**config.mk**
```make
export PLATFORM = sky130hd
export DESIGN_NAME = cicf_top
export DESIGN_NICKNAME = d
export VERILOG_FILES = /design/src/logic/cicf_pkg.sv /design/src/logic/cicf_match.sv /design/src/logic/cicf_ts_timer.sv /design/src/logic/cicf_top.sv
export SDC_FILE = /design/constraint.sdc
export NUM_CORES = 1
export LEC_CHECK = 0
export BUFFER_PORTS_ARGS = -buffer_cell sky130_fd_sc_hd__buf_2
export CAP_MARGIN = 20
export CORE_MARGIN = 2
export CORE_UTILIZATION = 50
export CTS_CLUSTER_DIAMETER = 200
export DETAILED_ROUTE_END_ITERATION = 8
export GPL_TIMING_DRIVEN = 1
export HOLD_SLACK_MARGIN = 0.08
export PLACE_DENSITY = 0.75
export REMOVE_ABC_BUFFERS = 1
export SYNTH_ARGS = -nofsm -noshare
export SYNTH_HDL_FRONTEND = slang
export SYNTH_SLANG_ARGS = --single-unit
```
**constraint.sdc**
```tcl
create_clock -name clk_i -period 7.8 [get_ports clk_i]
set_clock_uncertainty 0.2 [all_clocks]
set_input_delay 0.78 -clock clk_i [delete_from_list [all_inputs] [get_ports clk_i]]
set_output_delay 0.78 -clock clk_i [all_outputs]
set_load 0.005 [all_outputs]
```
**src/logic/cicf_pkg.sv**
```systemverilog
// Purpose: Shared constants and types for the interface configuration and filter block.
// Assumes: One 10 MHz system clock, synchronous active-high reset.
// Notes: Bit-timing table values are plain defaults, to be tuned per oscillator.
`default_nettype none
package cicf_pkg;

    // ==========================================================
    // Clock and time
    localparam int CLK_PERIOD_NS = 100;
    localparam int SECOND_NS = 1_000_000_000;
    localparam int SEC_CYCLES = SECOND_NS / CLK_PERIOD_NS;
    localparam int PRE_W = 24;
    localparam int TS_W = 32;

    // ==========================================================
    // Frame and filter geometry
    localparam int STD_ID_W = 11;
    localparam int EXT_ID_W = 29;
    localparam int FLT_W = 28;
    localparam int HALF_W = 14;
    localparam int BYTE_W = 8;
    localparam logic [FLT_W-1:0] MASK_RST = 28'hFFFFFFF;
    localparam logic [FLT_W-1:0] CMP_RST = 28'h0000000;

    // ==========================================================
    // Rate word decoding
    localparam logic [15:0] ADV_TAG = 16'h8000;
    localparam int ADV_TAG_LSB = 16;
    localparam int BIT_TIMING_REG_ONE_LSB = 8;
    localparam logic [BYTE_W-1:0] BIT_TIMING_REG_ONE_BASIC = 8'h1C;
    localparam logic [31:0] RATE_DEFAULT = 32'h0007A120;
    localparam logic [BYTE_W-1:0] BIT_TIMING_REG_ZERO_DEFAULT = 8'h00;

    typedef enum logic [1:0] {
        CICF_SINGLE_STD,
        CICF_SINGLE_EXT,
        CICF_DUAL_STD,
        CICF_DUAL_EXT
    } cicf_fmode_e;

    // Host-side settings, latched as one word
    typedef struct packed {
        logic route_backplane;
        logic rate_10mhz;
        logic ts_relative;
        logic [31:0] rate_word;
        logic listen_only;
        logic self_rx;
        cicf_fmode_e fmode;
        logic [FLT_W-1:0] mask;
        logic [FLT_W-1:0] cmp;
    } cicf_cfg_s;

    // One received or transmitted frame
    typedef struct packed {
        logic ext;
        logic rtr;
        logic [EXT_ID_W-1:0] id;
        logic [BYTE_W-1:0] data0;
        logic [BYTE_W-1:0] data1;
    } cicf_frame_s;

endpackage
`default_nettype wire

```
**src/logic/cicf_match.sv**
```systemverilog
// Purpose: One mask/comparator acceptance check.
// Assumes: Mask bit set means the bit is ignored.
// Notes: Pure combinational; used once per filter half.
`timescale 1ns/1ps
`default_nettype none
module cicf_match
#(
    parameter int W = 14
)
(
    input wire logic [W-1:0] value_i,
    input wire logic [W-1:0] cmp_i,
    input wire logic [W-1:0] mask_i,
    output logic match_o
);

    // ==========================================================
    // Compare
    // Every bit either masked off or equal to the comparator
    assign match_o = &(mask_i | ~(value_i ^ cmp_i));

endmodule // cicf_match
`default_nettype wire

```
**src/logic/cicf_ts_timer.sv**
```systemverilog
// Purpose: Shared seconds timer behind both ports' timestamps.
// Assumes: SEC_CYCLES clock cycles make one second.
// Notes: Clear restarts prescaler and seconds together.
`timescale 1ns/1ps
`default_nettype none
module cicf_ts_timer
#(
    parameter int SEC_CYCLES = cicf_pkg::SEC_CYCLES
)
(
    input wire logic clk_i,
    input wire logic reset_i,
    input wire logic clear_i,
    output logic [cicf_pkg::TS_W-1:0] seconds_o
);

    logic [cicf_pkg::PRE_W-1:0] pre;

    // ==========================================================
    // Prescaler and seconds count
    always_ff @(posedge clk_i)
    begin
        if (reset_i || clear_i)
        begin
            pre <= '0;
            seconds_o <= '0;
        end
        else if (pre == cicf_pkg::PRE_W'(SEC_CYCLES - 1))
        begin
            pre <= '0;
            seconds_o <= seconds_o + 1'b1; // Wraps after 2^32 s, far beyond use
        end
        else
        begin
            pre <= pre + 1'b1;
        end
    end

endmodule // cicf_ts_timer
`default_nettype wire

```
**src/logic/cicf_top.sv**
```systemverilog
// Purpose: Configuration latch, bit timing decode, timestamping and acceptance filter of one port.
// Assumes: Frame core on the same clock reports received and sent frames as one-cycle pulses.
// Notes: Settings are only taken while the port is stopped.
`timescale 1ns/1ps
`default_nettype none
module cicf_top
#(
    parameter int SEC_CYCLES = cicf_pkg::SEC_CYCLES
)
(
    input wire logic clk_i,
    input wire logic reset_i,
    // Host control
    input wire logic start_i,
    input wire logic stop_i,
    input wire logic cfg_load_i,
    input wire cicf_pkg::cicf_cfg_s cfg_i,
    input wire logic [cicf_pkg::TS_W-1:0] epoch_base_i,
    output logic running_o,
    output logic cfg_refused_o,
    output cicf_pkg::cicf_cfg_s cfg_o,
    // Timebase and bit timing
    output logic timebase_10mhz_o,
    output logic [cicf_pkg::BYTE_W-1:0] bit_timing_reg_zero_o,
    output logic [cicf_pkg::BYTE_W-1:0] bit_timing_reg_one_o,
    // Shared timer with the other port
    input wire logic peer_ts_reset_i,
    output logic ts_reset_o,
    output logic [cicf_pkg::TS_W-1:0] timestamp_o,
    // Transmit side
    input wire logic tx_req_i,
    output logic tx_start_o,
    output logic tx_reject_o,
    output logic ack_enable_o,
    input wire logic tx_done_i,
    input wire cicf_pkg::cicf_frame_s tx_frame_i,
    // Error state
    input wire logic core_err_passive_i,
    output logic err_passive_o,
    output logic err_passive_warn_o,
    // Receive side
    input wire logic rx_valid_i,
    input wire cicf_pkg::cicf_frame_s rx_frame_i,
    output logic rx_valid_o,
    output cicf_pkg::cicf_frame_s rx_frame_o,
    output logic rx_self_o,
    output logic [cicf_pkg::TS_W-1:0] rx_ts_o
);

    logic running;
    cicf_pkg::cicf_cfg_s cfg;
    logic [cicf_pkg::BYTE_W-1:0] bit_timing_reg_zero;
    logic [cicf_pkg::BYTE_W-1:0] bit_timing_reg_one;
    logic rate_ok;
    logic [cicf_pkg::BYTE_W-1:0] next_bit_timing_reg_zero;
    logic [cicf_pkg::BYTE_W-1:0] next_bit_timing_reg_one;
    logic load_ok;
    logic fmt_change;
    logic timer_clear;
    logic [cicf_pkg::TS_W-1:0] seconds;
    logic [cicf_pkg::TS_W-1:0] start_mark;
    logic echo_pend;
    cicf_pkg::cicf_frame_s echo_frame;
    logic cand_valid;
    logic cand_self;
    cicf_pkg::cicf_frame_s cand;
    logic [cicf_pkg::HALF_W-1:0] vec_a;
    logic [cicf_pkg::HALF_W-1:0] vec_b;
    logic type_ok;
    logic match_a;
    logic match_b;
    logic accept;

    // ==========================================================
    // Run state
    always_ff @(posedge clk_i)
    begin
        if (reset_i)
        begin
            running <= 1'b0;
        end
        else if (stop_i)
        begin
            running <= 1'b0;
        end
        else if (start_i)
        begin
            running <= 1'b1; // Host must have set the timebase by now
        end
    end

    assign running_o = running;

    // ==========================================================
    // Rate word decoding
    // Basic rates use a table for the default timebase; a mismatch refuses the load
    always_comb
    begin
        rate_ok = 1'b1;
        next_bit_timing_reg_one = cicf_pkg::BIT_TIMING_REG_ONE_BASIC;
        next_bit_timing_reg_zero = cicf_pkg::BIT_TIMING_REG_ZERO_DEFAULT;
        if (cfg_i.rate_word[31:cicf_pkg::ADV_TAG_LSB] == cicf_pkg::ADV_TAG)
        begin
            next_bit_timing_reg_zero = cfg_i.rate_word[cicf_pkg::BYTE_W-1:0];
            next_bit_timing_reg_one = cfg_i.rate_word[cicf_pkg::BIT_TIMING_REG_ONE_LSB +: cicf_pkg::BYTE_W];
        end
        else
        begin
            case (cfg_i.rate_word)
                32'h00008235: next_bit_timing_reg_zero = 8'h3B; // 33333 bit/s
                32'h00014585: next_bit_timing_reg_zero = 8'h17; // 83333 bit/s
                32'h000186A0: next_bit_timing_reg_zero = 8'h13; // 100000 bit/s
                32'h0001E848: next_bit_timing_reg_zero = 8'h0F; // 125000 bit/s
                32'h00030D40: next_bit_timing_reg_zero = 8'h09; // 200000 bit/s
                32'h0003D090: next_bit_timing_reg_zero = 8'h07; // 250000 bit/s
                32'h00061A80: next_bit_timing_reg_zero = 8'h04; // 400000 bit/s
                32'h0007A120: next_bit_timing_reg_zero = 8'h03; // 500000 bit/s
                32'h000C3500: next_bit_timing_reg_zero = 8'h02; // 800000 bit/s
                32'h000F4240: next_bit_timing_reg_zero = 8'h01; // 1000000 bit/s
                default: rate_ok = 1'b0;
            endcase
        end
    end

    // ==========================================================
    // Settings latch
    // Changes during traffic would corrupt frames on the wire, so they are refused
    assign load_ok = cfg_load_i && !running && rate_ok;
    assign fmt_change = load_ok && (cfg_i.ts_relative != cfg.ts_relative);

    always_ff @(posedge clk_i)
    begin
        if (reset_i)
        begin
            cfg.route_backplane <= 1'b0;
            cfg.rate_10mhz <= 1'b0; // 20 MHz after reset
            cfg.ts_relative <= 1'b0; // Absolute format
            cfg.rate_word <= cicf_pkg::RATE_DEFAULT;
            cfg.listen_only <= 1'b0;
            cfg.self_rx <= 1'b0;
            cfg.fmode <= cicf_pkg::CICF_SINGLE_STD;
            cfg.mask <= cicf_pkg::MASK_RST;
            cfg.cmp <= cicf_pkg::CMP_RST;
            bit_timing_reg_zero <= cicf_pkg::BIT_TIMING_REG_ZERO_DEFAULT;
            bit_timing_reg_one <= cicf_pkg::BIT_TIMING_REG_ONE_BASIC;
        end
        else if (load_ok)
        begin
            cfg <= cfg_i;
            bit_timing_reg_zero <= next_bit_timing_reg_zero;
            bit_timing_reg_one <= next_bit_timing_reg_one;
        end
    end

    // Refusal is a registered pulse one cycle after the load strobe
    always_ff @(posedge clk_i)
    begin
        if (reset_i)
        begin
            cfg_refused_o <= 1'b0;
        end
        else
        begin
            cfg_refused_o <= cfg_load_i && !load_ok;
        end
    end

    assign cfg_o = cfg;
    assign bit_timing_reg_zero_o = bit_timing_reg_zero;
    assign bit_timing_reg_one_o = bit_timing_reg_one;

    // ==========================================================
    // Timebase selection
    // Routing the backplane reference wins over the stored rate
    assign timebase_10mhz_o = cfg.rate_10mhz || cfg.route_backplane;

    // ==========================================================
    // Shared timestamp timer
    // Either port changing format clears the one timer they share
    assign timer_clear = fmt_change || peer_ts_reset_i;

    always_ff @(posedge clk_i)
    begin
        if (reset_i)
        begin
            ts_reset_o <= 1'b0;
        end
        else
        begin
            ts_reset_o <= fmt_change; // Tells the other port its timestamps restarted
        end
    end

    cicf_ts_timer
    #(
        .SEC_CYCLES(SEC_CYCLES)
    )
    u_timer
    (
        .clk_i(clk_i),
        .reset_i(reset_i),
        .clear_i(timer_clear),
        .seconds_o(seconds)
    );

    // Start mark; a clear while running also restarts the relative origin
    always_ff @(posedge clk_i)
    begin
        if (reset_i || timer_clear)
        begin
            start_mark <= '0;
        end
        else if (start_i && !running && !stop_i)
        begin
            start_mark <= seconds;
        end
    end

    // Timestamp in the chosen format
    always_ff @(posedge clk_i)
    begin
        if (reset_i)
        begin
            timestamp_o <= '0;
        end
        else if (cfg.ts_relative)
        begin
            timestamp_o <= seconds - start_mark;
        end
        else
        begin
            timestamp_o <= epoch_base_i + seconds;
        end
    end

    // ==========================================================
    // Transmit gating and error state
    assign tx_start_o = tx_req_i && running && !cfg.listen_only;
    assign ack_enable_o = running && !cfg.listen_only;
    assign err_passive_o = cfg.listen_only || core_err_passive_i;
    assign err_passive_warn_o = core_err_passive_i && !cfg.listen_only;

    // Rejection pulse for requests made in listen-only mode
    always_ff @(posedge clk_i)
    begin
        if (reset_i)
        begin
            tx_reject_o <= 1'b0;
        end
        else
        begin
            tx_reject_o <= tx_req_i && cfg.listen_only;
        end
    end

    // ==========================================================
    // Self reception echo
    // A bus frame has priority; the echo waits until a cycle with no bus frame, holding a single frame.
    // Success relies on a remote acknowledge, so tx_done_i only fires then
    always_ff @(posedge clk_i)
    begin
        if (reset_i)
        begin
            echo_pend <= 1'b0;
            echo_frame <= '0;
        end
        else if (tx_done_i && cfg.self_rx)
        begin
            echo_pend <= 1'b1;
            echo_frame <= tx_frame_i;
        end
        else if (!rx_valid_i)
        begin
            echo_pend <= 1'b0;
        end
    end

    assign cand_valid = rx_valid_i || echo_pend;
    assign cand_self = !rx_valid_i && echo_pend;
    assign cand = rx_valid_i ? rx_frame_i : echo_frame; // Echo is filtered like any frame

    // ==========================================================
    // Acceptance filter
    // Mode sets the bit map; frames of the other format are dropped
    always_comb
    begin
        vec_a = '0;
        vec_b = '0;
        type_ok = 1'b0;
        case (cfg.fmode)
            cicf_pkg::CICF_SINGLE_STD:
            begin
                type_ok = !cand.ext;
                {vec_a, vec_b} = {cand.id[cicf_pkg::STD_ID_W-1:0], cand.rtr, cand.data0, cand.data1};
            end
            cicf_pkg::CICF_SINGLE_EXT:
            begin
                type_ok = cand.ext;
                {vec_a, vec_b} = {cand.id[cicf_pkg::EXT_ID_W-1 -: cicf_pkg::FLT_W-1], cand.rtr};
            end
            cicf_pkg::CICF_DUAL_STD:
            begin
                type_ok = !cand.ext;
                vec_a = {cand.id[cicf_pkg::STD_ID_W-1:0], cand.rtr,
                         cand.data0[cicf_pkg::BYTE_W-1 -: cicf_pkg::HALF_W-cicf_pkg::STD_ID_W-1]};
                vec_b = vec_a;
            end
            default:
            begin
                type_ok = cand.ext;
                vec_a = cand.id[cicf_pkg::EXT_ID_W-1 -: cicf_pkg::HALF_W];
                vec_b = vec_a;
            end
        endcase
    end

    // Two halves of the mask and comparator, one check each
    cicf_match
    #(
        .W(cicf_pkg::HALF_W)
    )
    u_match_a
    (
        .value_i(vec_a),
        .cmp_i(cfg.cmp[cicf_pkg::FLT_W-1 -: cicf_pkg::HALF_W]),
        .mask_i(cfg.mask[cicf_pkg::FLT_W-1 -: cicf_pkg::HALF_W]),
        .match_o(match_a)
    );

    cicf_match
    #(
        .W(cicf_pkg::HALF_W)
    )
    u_match_b
    (
        .value_i(vec_b),
        .cmp_i(cfg.cmp[cicf_pkg::HALF_W-1:0]),
        .mask_i(cfg.mask[cicf_pkg::HALF_W-1:0]),
        .match_o(match_b)
    );

    // Single modes need both halves, dual modes either filter
    always_comb
    begin
        if (cfg.fmode == cicf_pkg::CICF_DUAL_STD || cfg.fmode == cicf_pkg::CICF_DUAL_EXT)
        begin
            accept = type_ok && (match_a || match_b);
        end
        else
        begin
            accept = type_ok && match_a && match_b;
        end
    end

    // ==========================================================
    // Receive delivery
    // Nothing rejected ever leaves here, so no consumer can see it
    always_ff @(posedge clk_i)
    begin
        if (reset_i)
        begin
            rx_valid_o <= 1'b0;
            rx_self_o <= 1'b0;
            rx_frame_o <= '0;
            rx_ts_o <= '0;
        end
        else
        begin
            rx_valid_o <= cand_valid && accept && running;
            if (cand_valid && accept && running)
            begin
                rx_self_o <= cand_self;
                rx_frame_o <= cand;
                rx_ts_o <= timestamp_o;
            end
        end
    end

endmodule // cicf_top
`default_nettype wire

```
==> qor.txt <==
result of the run: finished, final reports clean
clock network latency to the later pin of the worst-skew pair: 540 ps
Root Buffer: clkbuf_16
number of hold buffers added after CTS: 0
share of the synthesized area in compound gates (AO/OA/AOI/OAI): 15.9%
Arrival @ worst endpoint: 4860 ps
most common cell after layout, fill and taps aside: buf_2
Synth Register Bits: 364
hold path cells: 2
overall die width: 193 um
clk slew on worst S/H paths: 60 ps
pin count of the biggest net entering global routing: 81
CORE AREA: 0.0354 mm2
most used flip-flop cell after synthesis: dfxtp_1
area added between synthesis and finish: 21.7%
cell at the slowest stage of the critical path: and4_4
effective utilization at floorplan: 50.6%
worst reg2reg endpoint: rx_frame_o[4]
detailed placement HPWL: 43.7 mm
HP Start: rx_self_o
buffers inserted by post-CTS timing repair: 0
CP Class: input port to flop
Worst Tran Pin Value: 1130 ps
register area share after synthesis: 40.7%
fraction of registers with async set or reset after synthesis: 0%
worst setup slack for register-to-register paths: 3340 ps
number of H-tree levels: 2
Boundary Pins: 464
post-synthesis instance area: 0.0179 mm2
fill cell total of the finished layout: 3120
max-slew violation count: 0
Synth Area per Inst: 8.36 um2
TritonRoute pass-1 iters: 5
Netlist cell types: 74
share of the synthesized netlist area taken by xor and xnor gates: 5.72%
post-detailed-routing wire length: 60.9 mm
die area: 0.0374 mm2
final hold vios: 0
TritonCTS sink count: 364
maximum clock frequency: 217 MHz
y dimension of the die: 193 um
# nets final: 2797
normalized max-slew margin: 24.9%
wire length of the first global-routing pass: 93.8 mm
highest net fanout along the worst path: 80
Critical Path Max Stage Delay: 1030 ps
arithmetic-cell share of the synthesized area counting full adders, half adders and majority gates: 2.49%
maximum VDD drop: 0.000160 V
storage element area: 0.00729 mm2
antenna violations before repair: 13
multiplexer fraction of the synthesized cell area: 6.73%
number of gates resized after CTS: 0
post-detailed-route wirelength per cell: 20.1 um
critical path capture point type: flop
TritonCTS Buffers: 40
Req. time, crit path: 8050 ps
synthesis warning total: 0
Max Buffers Root-to-Sink: 3
Final ANT Viol Nets: 0
number of standard cells in the final layout excluding fillers: 3035
Row Count: 69
chain of cells forming the critical path: buf_4 -> mux2i_1 -> xor2_1 -> o22ai_1 -> or4_1 -> a211oi_2 -> and4_4 -> nor3_1 -> a211oi_2
remaining routing DRC violations: 0
overall fraction of global-route tracks in use: 31.1%
post-layout minimum cycle time: 4620 ps
Post-Syn Instances: 2144
number of DRC markers after the initial detailed-route iteration: 1232
RR Startpoint: cfg_o[56]
total power density per cell area: 193 mW/mm2
area share of and/or/nand/nor cells after synthesis: 24.2%
Setup Total Neg Slack: 0 ps
area used by multi-input combinational logic: 0.00991 mm2
via count of the routed design: 17.6k
final std cell area, no fill: 0.0218 mm2
final worst-path cycle share: 59.2%
unrepaired setup endpoints after global routing: false
via count of the first global-routing pass: 16.9k
clock tree from TritonCTS: done
Endpoint, Worst Hold: rx_self_o
HP Class: flop to flop
cell with the most instances on the worst path: a211oi_2
startpoint type of the worst setup path: input port
number of cells on the worst reg-to-reg path: 9
placed cell area: 0.0203 mm2
final setup violating endpoints: 0
Lkg Pwr: 0.00908 uW
DP Cell Count: 2947
commonest non-fill, non-tap cells in the layout: buf_2, nand2_1, dfxtp_1, a21oi_1, nor2_1
quantity of I/O buffers inserted on ports: 463
gr ovfl total: 0
Post-synth EDFFs: 0
dominant combinational cell family by area after synthesis: simple AND/OR/NAND/NOR gates
MaxCap Viol Count: 0
fraction of final layout cells sized beyond drive strength 1: 25.5%
DR vias/cell: 5.79
GP Congestion: 0.959
## worst max-delay path by stage
stage	startpoint	to	slack, ps
after global routing	epoch_base_i[5]	timestamp_o[28]	2760
after detailed placement	rx_valid_i	rx_frame_o[24]	2620
after floorplan	cfg_o[56]	rx_frame_o[24]	2260
after global placement	rx_valid_i	rx_frame_o[43]	2690
after CTS	rx_valid_i	rx_frame_o[24]	3180
final	rx_valid_i	rx_frame_o[4]	3180
## area by class of cell
cell class	instances	area share (%)
Antenna cell	14	0.161
Clock buffer	54	5.43
Clock inverter	17	1.03
Inverter	21	0.361
Multi-Input combinational cell	1622	45.5
Sequential cell	364	33.4
Tap cell	461	2.64
Timing Repair Buffer	482	11.5
## synth_stat cells (all sizes together) (8+ instances only)
cell type | number | area, um2
and2 | 8 | 50.1
a211oi | 56 | 641
mux2i | 72 | 732
nor4 | 24 | 163
clkbuf | 72 | 270
nand2 | 391 | 1470
nand2b | 8 | 50.1
a21oi | 235 | 1180
xnor2 | 50 | 438
and4 | 10 | 87.6
xor2 | 67 | 587
buf | 65 | 418
nand4 | 23 | 144
nand3 | 98 | 490
dfxtp | 364 | 7290
or4 | 9 | 67.6
and3 | 27 | 169
inv | 20 | 75.1
or3 | 20 | 125
o21ai | 61 | 309
a21o | 30 | 225
or2 | 9 | 56.3
mux4 | 19 | 428
nor2 | 174 | 653
nor2b | 24 | 150
nor3 | 79 | 395
ha | 34 | 425
## per-layer routing
layer,track usage [%],up-vias,wire length (um)
met1,37.5,8341,23900
met3,5.37,159,4290
li1,-,8320,-
met4,15.6,2,2750
met5,0,-,13
met2,53.6,748,29900
## flip-flops by register name, summed over array words and instances, names as in the netlist, 24 cells and up
register and count:
start_mark 32, u_timer.pre 24, echo_frame 47, rx_frame_o 47
u_timer.seconds_o 32, rx_ts_o 32, cfg_o 95, timestamp_o 32
## cells by family (layout without fill, tap and decap cells)
group / after synthesis / count (layout)
other: 0 / 14
buffers and inverters: 158 / 574
and+or+nand+nor: 933 / 933
adders and majority gates: 35 / 35
muxes: 95 / 95
xor gates and xnor gates: 117 / 117
DFF: 364 / 364
AOI/OAI and AO/OA: 442 / 442
## power by group
part	internal (uW)	leakage, uW	switching [uW]
clock	1230	0.000690	782
combinational	124	0.00544	183
sequential	1880	0.00295	12.3
## metrics by stage
stage / power (uW) / utilization (%) / hold WS (ps) / setup slack (ps)
4_1_cts: 4230 / 61.3 / 229 / 3180
3_3_place_gp: 2230 / 57.4 / 235 / 2690
6_report: 4210 / 61.6 / 242 / 3180
2_1_floorplan: 2060 / - / 230 / 2260
5_1_grt: 4320 / 61.6 / 236 / 2760
3_5_place_dp: 2230 / 57.4 / 239 / 2620
## critical path: cells and delay by family
kind	cells	cell delay, ps
AO/OA/AOI/OAI	3	840
XOR/XNOR	1	220
buffers and inverters	1	770
multiplexers	1	460
AND/OR/NAND/NOR	3	1730
No activity file was read; power rests on OpenSTA's default activity.
